**config.mk**
```make
export PLATFORM = sky130hd
export DESIGN_NAME = dpc_port_ctrl
export DESIGN_NICKNAME = d
export VERILOG_FILES = /design/src/dpc_pkg.sv /design/src/dpc_port_ctrl.sv
export SDC_FILE = /design/constraint.sdc
export NUM_CORES = 1
export LEC_CHECK = 0
export BUFFER_PORTS_ARGS = -buffer_cell sky130_fd_sc_hd__buf_2
export CAP_MARGIN = 20
export CORE_MARGIN = 4
export CORE_UTILIZATION = 50
export DETAILED_ROUTE_END_ITERATION = 8
export GPL_ROUTABILITY_DRIVEN = 0
export HOLD_SLACK_MARGIN = 0.02
export PLACE_DENSITY = 0.77
export SLEW_MARGIN = 25
export SYNTH_ARGS = -nofsm -noshare
export SYNTH_HDL_FRONTEND = slang
export SYNTH_SLANG_ARGS = --single-unit
```
**constraint.sdc**
```tcl
create_clock -name ref_clk -period 3.8 [get_ports ref_clk]
set_input_delay 0.38 -clock ref_clk [delete_from_list [all_inputs] [get_ports ref_clk]]
set_output_delay 0.38 -clock ref_clk [all_outputs]
set_load 0.02 [all_outputs]
```
**src/dpc_pkg.sv**
```systemverilog
/*
 * Constants shared by the dual-port memory port controller: pin widths,
 * special addresses, field positions and the access sequencer's timing counts.
 * Assumes a 25 MHz ref_clk; the controller drives one port of the memory.
 */
package dpc_pkg;
    localparam int ADDR_W = 12;                      // Address width of one port.
    localparam int DATA_W = 16;                      // Data width of one port.
    localparam int CLK_PERIOD_NS = 40;               // ref_clk period.
    localparam int WRITE_PULSE_NS = 50;              // Least write strobe low time.
    localparam int READ_ACCESS_NS = 70;              // Longest read access time.
    localparam int WRITE_PULSE_CYC = (WRITE_PULSE_NS + CLK_PERIOD_NS - 1) / CLK_PERIOD_NS;
    localparam int READ_ACCESS_CYC = (READ_ACCESS_NS + CLK_PERIOD_NS - 1) / CLK_PERIOD_NS;
    localparam int CNT_W = 3;                        // Width of the phase counter.
    localparam logic [ADDR_W-1:0] MAILBOX_RIGHT_ADDR = 12'hFFF; // Mailbox of the right port.
    localparam logic [ADDR_W-1:0] MAILBOX_LEFT_ADDR = 12'hFFE;  // Mailbox of the left port.
    localparam int FLAG_IDX_W = 3;                   // Flag index field width.
    localparam int FLAG_BIT = 0;                     // Data bit that carries a flag value.
    typedef enum logic [4:0] {
        DPC_IDLE  = 5'h01,
        DPC_SETUP = 5'h02,
        DPC_WRITE = 5'h04,
        DPC_READ  = 5'h08,
        DPC_DONE  = 5'h10
    } dpc_state_t;
endpackage

```
**src/dpc_port_ctrl.sv**
```systemverilog
/*
 * Host-side controller for one port of an asynchronous dual-port memory.
 * A user request (array or flag, read or write) becomes a pin sequence.
 * Assumes the memory pins are asynchronous; inputs from them pass two flops.
 */
`timescale 1ns/1ps
module dpc_port_ctrl (
    input  wire logic                        ref_clk,
    input  wire logic                        rst,
    input  wire logic                        req_valid,     // Request pulse, taken in idle.
    input  wire logic                        req_write,     // 1 = write, 0 = read.
    input  wire logic                        req_flag,      // 1 = semaphore flag access.
    input  wire logic [dpc_pkg::ADDR_W-1:0]  req_addr,      // Word or flag address.
    input  wire logic [dpc_pkg::DATA_W-1:0]  req_wdata,     // Write data.
    input  wire logic [1:0]                  req_lanes,     // Bit 1 upper lane, bit 0 lower lane.
    output logic                             req_ready,     // High while idle.
    output logic                             rsp_valid,     // One-cycle completion pulse.
    output logic [dpc_pkg::DATA_W-1:0]       rsp_rdata,     // Read data.
    output logic                             rsp_blocked,   // Write saw contention low.
    output logic [dpc_pkg::ADDR_W-1:0]       mem_addr,
    output logic                             port_select_n,
    output logic                             write_strobe_n,
    output logic                             output_enable_n,
    output logic                             upper_byte_select_n,
    output logic                             lower_byte_select_n,
    output logic                             flag_access_select_n,
    input  wire logic [dpc_pkg::DATA_W-1:0]  data_in,
    output logic [dpc_pkg::DATA_W-1:0]       data_out,
    output logic                             data_oe,       // High while the host drives data.
    input  wire logic                        contention_n,  // Contention pin seen from this port.
    input  wire logic                        mailbox_n      // Mailbox interrupt pin of this port.
    ,output logic                            mailbox_pending // Synchronised mailbox level.
);
    // Phase counter and state.
    dpc_pkg::dpc_state_t state_reg, state_next;
    logic [dpc_pkg::CNT_W-1:0] cnt_reg, cnt_next;
    // Latched request and response.
    logic wr_reg, wr_next, flag_reg, flag_next;
    logic [1:0] lanes_reg, lanes_next;
    logic [dpc_pkg::DATA_W-1:0] rdata_reg, rdata_next;
    logic blocked_reg, blocked_next, valid_reg, valid_next;
    // Pin registers.
    logic [dpc_pkg::ADDR_W-1:0] addr_reg, addr_next;
    logic [dpc_pkg::DATA_W-1:0] dout_reg, dout_next;
    logic cs_reg, cs_next, we_reg, we_next, oe_reg, oe_next;
    logic ub_reg, ub_next, lb_reg, lb_next, sem_reg, sem_next, doe_reg, doe_next;
    // Two-flop synchronisers for asynchronous pin inputs.
    logic [dpc_pkg::DATA_W-1:0] din_s1_reg, din_s2_reg;
    logic busy_s1_reg, busy_s2_reg, mb_s1_reg, mb_s2_reg;
    logic mb_pend_reg;              // Registered mailbox pending level, so the output comes from a flop.
    logic ready_reg, ready_next;    // Registered idle indication for the request side.

    // Synchronisers: the first stage feeds only the second.
    always_ff @(posedge ref_clk) begin
        if (rst) begin
            din_s1_reg  <= 16'h0000;
            din_s2_reg  <= 16'h0000;
            busy_s1_reg <= 1'b1;
            busy_s2_reg <= 1'b1;
            mb_s1_reg   <= 1'b1;
            mb_s2_reg   <= 1'b1;
            mb_pend_reg <= 1'b0;
        end else begin
            din_s1_reg  <= data_in;
            din_s2_reg  <= din_s1_reg;
            busy_s1_reg <= contention_n;
            busy_s2_reg <= busy_s1_reg;
            mb_s1_reg   <= mailbox_n;
            mb_s2_reg   <= mb_s1_reg;
            // A third stage only inverts, so the first stage still feeds the second alone.
            mb_pend_reg <= ~mb_s2_reg;
        end
    end

    // Sequencer next-state logic.
    always_comb begin
        state_next   = state_reg;
        cnt_next     = cnt_reg;
        wr_next      = wr_reg;
        flag_next    = flag_reg;
        lanes_next   = lanes_reg;
        rdata_next   = rdata_reg;
        blocked_next = blocked_reg;
        valid_next   = 1'b0;
        addr_next    = addr_reg;
        dout_next    = dout_reg;
        cs_next      = cs_reg;
        we_next      = we_reg;
        oe_next      = oe_reg;
        ub_next      = ub_reg;
        lb_next      = lb_reg;
        sem_next     = sem_reg;
        doe_next     = doe_reg;
        case (state_reg)
            dpc_pkg::DPC_IDLE: begin
                // All strobes high here, so address may move safely.
                if (req_valid) begin
                    wr_next      = req_write;
                    flag_next    = req_flag;
                    lanes_next   = req_flag ? 2'h3 : req_lanes;
                    blocked_next = 1'b0;
                    // Flags use the three low address bits only.
                    addr_next    = req_flag ? {{(dpc_pkg::ADDR_W-dpc_pkg::FLAG_IDX_W){1'b0}},
                                   req_addr[dpc_pkg::FLAG_IDX_W-1:0]} : req_addr;
                    // A flag write carries its value on bit zero only.
                    dout_next    = req_flag ? {15'h0000, req_wdata[dpc_pkg::FLAG_BIT]} : req_wdata;
                    state_next   = dpc_pkg::DPC_SETUP;
                end
            end
            dpc_pkg::DPC_SETUP: begin
                // Address is stable a full cycle before any strobe falls.
                // Port select stays high in flag cycles; never both low.
                cs_next  = flag_reg;
                sem_next = ~flag_reg;
                ub_next  = ~lanes_reg[1];
                lb_next  = ~lanes_reg[0];
                cnt_next = '0;
                if (wr_reg) begin
                    // Strobe falls with the selects so outputs stay off.
                    we_next    = 1'b0;
                    doe_next   = 1'b1;
                    state_next = dpc_pkg::DPC_WRITE;
                end else begin
                    // Data driver is off before output enable falls.
                    oe_next    = 1'b0;
                    state_next = dpc_pkg::DPC_READ;
                end
            end
            dpc_pkg::DPC_WRITE: begin
                // Contention low during a write means it was inhibited.
                if (!busy_s2_reg) begin
                    blocked_next = 1'b1;
                end
                cnt_next = cnt_reg + 1'b1;
                if (cnt_reg == dpc_pkg::CNT_W'(dpc_pkg::WRITE_PULSE_CYC - 1)) begin
                    // Strobe rises first and ends the write; flag latches here.
                    we_next    = 1'b1;
                    state_next = dpc_pkg::DPC_DONE;
                end
            end
            dpc_pkg::DPC_READ: begin
                cnt_next = cnt_reg + 1'b1;
                // Extra two cycles cover the input synchroniser.
                if (cnt_reg == dpc_pkg::CNT_W'(dpc_pkg::READ_ACCESS_CYC + 1)) begin
                    rdata_next = din_s2_reg;
                    oe_next    = 1'b1;
                    state_next = dpc_pkg::DPC_DONE;
                end
            end
            dpc_pkg::DPC_DONE: begin
                // Release selects and the data driver together, before address moves.
                cs_next    = 1'b1;
                sem_next   = 1'b1;
                ub_next    = 1'b1;
                lb_next    = 1'b1;
                doe_next   = 1'b0;
                valid_next = 1'b1;
                state_next = dpc_pkg::DPC_IDLE;
            end
            default: begin
                state_next = dpc_pkg::DPC_IDLE;
            end
        endcase
        // Ready follows the state that the coming edge loads, so it can be a flop.
        ready_next = (state_next == dpc_pkg::DPC_IDLE);
    end

    // Register stage; all strobes inactive after reset.
    always_ff @(posedge ref_clk) begin
        if (rst) begin
            state_reg   <= dpc_pkg::DPC_IDLE;
            cnt_reg     <= '0;
            wr_reg      <= 1'b0;
            flag_reg    <= 1'b0;
            lanes_reg   <= 2'h0;
            rdata_reg   <= 16'h0000;
            blocked_reg <= 1'b0;
            valid_reg   <= 1'b0;
            addr_reg    <= 12'h000;
            dout_reg    <= 16'h0000;
            cs_reg      <= 1'b1;
            we_reg      <= 1'b1;
            oe_reg      <= 1'b1;
            ub_reg      <= 1'b1;
            lb_reg      <= 1'b1;
            sem_reg     <= 1'b1;
            doe_reg     <= 1'b0;
            ready_reg   <= 1'b1;
        end else begin
            state_reg   <= state_next;
            cnt_reg     <= cnt_next;
            wr_reg      <= wr_next;
            flag_reg    <= flag_next;
            lanes_reg   <= lanes_next;
            rdata_reg   <= rdata_next;
            blocked_reg <= blocked_next;
            valid_reg   <= valid_next;
            addr_reg    <= addr_next;
            dout_reg    <= dout_next;
            cs_reg      <= cs_next;
            we_reg      <= we_next;
            oe_reg      <= oe_next;
            ub_reg      <= ub_next;
            lb_reg      <= lb_next;
            sem_reg     <= sem_next;
            doe_reg     <= doe_next;
            ready_reg   <= ready_next;
        end
    end

    // Outputs come straight from flops.
    assign req_ready            = ready_reg;
    assign rsp_valid            = valid_reg;
    assign rsp_rdata            = rdata_reg;
    assign rsp_blocked          = blocked_reg;
    assign mem_addr             = addr_reg;
    assign port_select_n        = cs_reg;
    assign write_strobe_n       = we_reg;
    assign output_enable_n      = oe_reg;
    assign upper_byte_select_n  = ub_reg;
    assign lower_byte_select_n  = lb_reg;
    assign flag_access_select_n = sem_reg;
    assign data_out             = dout_reg;
    assign data_oe              = doe_reg;
    assign mailbox_pending      = mb_pend_reg;  // Software clears it by reading its mailbox word.

    // Address moves only while the write strobe is high.
    a_addr_stable_strobe: assert property (@(posedge ref_clk) disable iff (rst)
        !write_strobe_n |-> $stable(mem_addr))
        else $error("Address changed during write strobe.");
    // Never drive data with output enable low.
    a_no_bus_fight: assert property (@(posedge ref_clk) disable iff (rst)
        !(data_oe && !output_enable_n))
        else $error("Host drives data while memory outputs.");
    // Port select and flag select never both low.
    a_sel_exclusive: assert property (@(posedge ref_clk) disable iff (rst)
        !(!port_select_n && !flag_access_select_n))
        else $error("Port and flag selects both low.");
    // Write strobe low exactly the write pulse cycles.
    a_write_pulse_len: assert property (@(posedge ref_clk) disable iff (rst)
        $fell(write_strobe_n) |-> !write_strobe_n [*2] ##1 write_strobe_n)
        else $error("Write pulse length wrong.");
    // Strobe falls together with the selects, never before them.
    a_strobe_with_sel: assert property (@(posedge ref_clk) disable iff (rst)
        $fell(write_strobe_n) |-> (!port_select_n || !flag_access_select_n) && data_oe)
        else $error("Write strobe fell without a select.");
    // Flag write data has only bit zero.
    a_flag_bit_zero: assert property (@(posedge ref_clk) disable iff (rst)
        (!flag_access_select_n && data_oe) |-> (data_out[15:1] == 15'h0000))
        else $error("Flag write data uses upper bits.");
    // Flag address uses the three low bits only.
    a_flag_addr_low: assert property (@(posedge ref_clk) disable iff (rst)
        !flag_access_select_n |-> (mem_addr[11:3] == 9'h000))
        else $error("Flag address has high bits set.");
    // A request completes within a bounded time.
    a_req_done: assert property (@(posedge ref_clk) disable iff (rst)
        (req_valid && req_ready) |-> ##[3:8] rsp_valid)
        else $error("Request did not complete in time.");
    c_array_write: cover property (@(posedge ref_clk) disable iff (rst)
        $fell(write_strobe_n) && !port_select_n);
    c_flag_read: cover property (@(posedge ref_clk) disable iff (rst)
        $fell(output_enable_n) && !flag_access_select_n);
    c_blocked: cover property (@(posedge ref_clk) disable iff (rst) rsp_valid && rsp_blocked);
endmodule

```
==> run_results.csv <==
group,metric,value,unit
setup_path,cp.required,4.08,ns
synth,netlist.area_leader.share,53.56,%
status,status,"finished clean",
setup_path,crit_path_end_kind,"register",
timing,fin_crit,2.037,ns
routing,ant_nets,0,
routing,wl_per_cell,13.72,um
clock_tree,clock_sinks,103,
floorplanning,chipWidth,95.75,um
pwr,total_power,1.993,mW
clock_tree,cts_buffers,9,
clock_tree,clk_path_buf_depth,2,
floorplanning,die_h,95.75,um
synth,synth_nets,442,
floorplanning,io_pins,108,
synth,synth_top_area_cell,"dfxtp_1",
clock_tree,post_cts_buffers,0,
synth,syn_inst,386,
pwr,p_per_area,436.7,mW/mm2
timing,grt_setup_unrepaired,"false",
setup_path,worstSetupPathType,"register to register",
global_route,grt_pass1_vias,2805,
cells_and_area,fin_nets,527,
placed_design,place_inst,559,
synth,synth_commonest_cells,"dfxtp_1, a21oi_1, nand2b_1, nor2b_1, nand4b_1",
floorplanning,start_util,52.24,%
placed_design,pre_cts_slack,1.775,ns
cells_and_area,design_area,0.004563,mm2
global_route,grt_max_degree,118,
floorplanning,row_count,31,
floorplanning,die_area,0.009168,mm2
synth,seq_area_frac_synth,53.56,%
clock_tree,postCtsHoldBufs,0,
global_route,grt_pass1_wl,12.90,mm
timing,relSlewSlack,30.02,%
synth,syn_area,0.003850,mm2
timing,finalCritPeriodShare,53.61,%
routing,drt_wl_total,7.890,mm
clock_tree,clockRootBuffer,"clkbuf_8",
global_route,antenna_found_initial,0,
global_route,track_usage,17.68,%
clock_tree,htree_num_levels,3,
cells_and_area,antenna_cells,0,
synth,yosysMostFrequentCell,"dfxtp_1",
pwr,power_leakage,1.843,nW
synth,synth_area_leaders,"dfxtp_1, nand2b_1, nor2b_1",
synth,synth_edf_count,0,
routing,via_count,2967,
timing,setup_viol,0,
placed_design,dpl.hpwl,5.364,mm
setup_path,path_max_fanout,17,
cells_and_area,fillers,610,
job,maxCapViolations,0,
synth,ys_warn_count,0,
timing,setup_tns,0,ns
clock_tree,clk-insertion-delay-late,0.35,ns
timing,setup_ws,1.763,ns
cells_and_area,drive_above_1_share,28.36,%
synth,syn_avg_cell_area,9.974,um2
setup_path,startpoint_type,"register",
synth,synth-main-ff-cell,"dfxtp_1",
routing,first_pass_iters,5,
timing,timing.fmax,490.9,MHz
routing,drt_iter0_drc,181,
clock_tree,cts_tree,"built",
placed_design,dpl_cell_area,0.004359,mm2
floorplanning,core_area,0.007370,mm2
clock_tree,clk_pin_slew,0.10,ns
global_route,overflow,0,
timing,hold_viol_final,0,
cells_and_area,syn2layout_area_growth,18.52,%
pwr,ir_drop,0.2185,mV
timing,fin_worst_skew,0.006811,ns
timing,worst_slew_pin_slew,1.050,ns
routing,remaining_drc_errors,0,
placed_design,portBuffers,107,
synth,ys_types,38,
synth,ys_seq_elements,103,
synth,async_reset_ff_share,0,%
clock_tree,cts.repair.resized,0,
cells_and_area,final_cells,575,
worst_hold_path,hold_path_class,"input pin to register",
setup_path,crit_arrival,2.31,ns
timing,slew_violations,0,
routing,viasPerCell,5.160,
## area by class of cell
class / instances / area [um2] / share of cell area, %
Sequential cell: 103 / 2062 / 45.19
Multi-Input combinational cell: 242 / 1588 / 34.80
Timing Repair Buffer: 110 / 568.0 / 12.45
Clock buffer: 9 / 123.9 / 2.715
Tap cell: 99 / 123.9 / 2.715
Clock inverter: 7 / 78.83 / 1.727
Inverter: 5 / 18.77 / 0.4113
## layer usage
| layer | up-vias | part of all wire, % | track usage (%) |
|---|---|---|---|
| li1 | 1503 | - | - |
| met1 | 1353 | 44 | 22.54 |
| met2 | 103 | 46 | 28.60 |
| met3 | 8 | 9.0 | 3.987 |
| met4 | 0 | 1.0 | 7.938 |
| met5 | - | 0 | 0 |
## worst paths after layout
kind / startpoint / to / slack, ns / cells past startpoint
worst max-delay path: state_reg[4] / rsp_rdata[7] / 1.76 / 3
worst min-delay path: contention_n / busy_s1_reg / 0.21 / 2
worst min register to register: mb_s2_reg / mailbox_pending / 0.40 / 1
worst max register to register: state_reg[4] / rsp_rdata[7] / 1.76 / 3
## worst max-delay path: stages (launching register included)
cell and delay (ns):
dfxtp_1 0.47, nor4_4 0.32, and3_1 0.90, mux2i_1 0.27
## placed cells by master, fill, tap and decap left out, types with 2 or more instances in the layout
cell type     n
nor4_1        2
nand2_1       2
clkbuf_8      9
buf_2       106
mux2i_1      16
or2_2         4
ha_1          3
nor3_1        3
nand2b_1     34
dfxtp_1     103
nand3_1      13
o21ai_0      17
or3b_1        2
nor2_1        6
nor2b_1      34
and3_1        2
o32ai_1       2
o21ai_1      19
nand4b_1     24
inv_1         5
nand3b_1      4
o211ai_1      3
a21oi_1      38
clkinvlp_4    2
a211o_1       3
buf_4         3
## cell families after synthesis
logic type / synth area share, %
and+or+nand+nor: 23.37
adders and majority gates: 0.9751
muxes: 4.160
buffers and inverters: 5.362
AOI/OAI and AO/OA: 12.35
DFF: 53.56
xor gates and xnor gates: 0.2275
## stage by stage
stage / hold slack, ns / utilization, %
floorplan: 0.3682 / -
global placement: 0.3809 / 58.95
detailed placement: 0.3878 / 59.15
CTS: 0.1927 / 61.90
global route: 0.1948 / 61.92
finish: 0.2071 / 61.92
## power by group
part           switching (mW)  total [mW]  leakage [nW]  internal (mW)
combinational          0.0984       0.173         0.904         0.0748
sequential             0.0184        1.14         0.842           1.12
clock                   0.372       0.683        0.0977          0.311
total                   0.489        1.99          1.84           1.50
No activity file was read; power rests on OpenSTA's default activity.
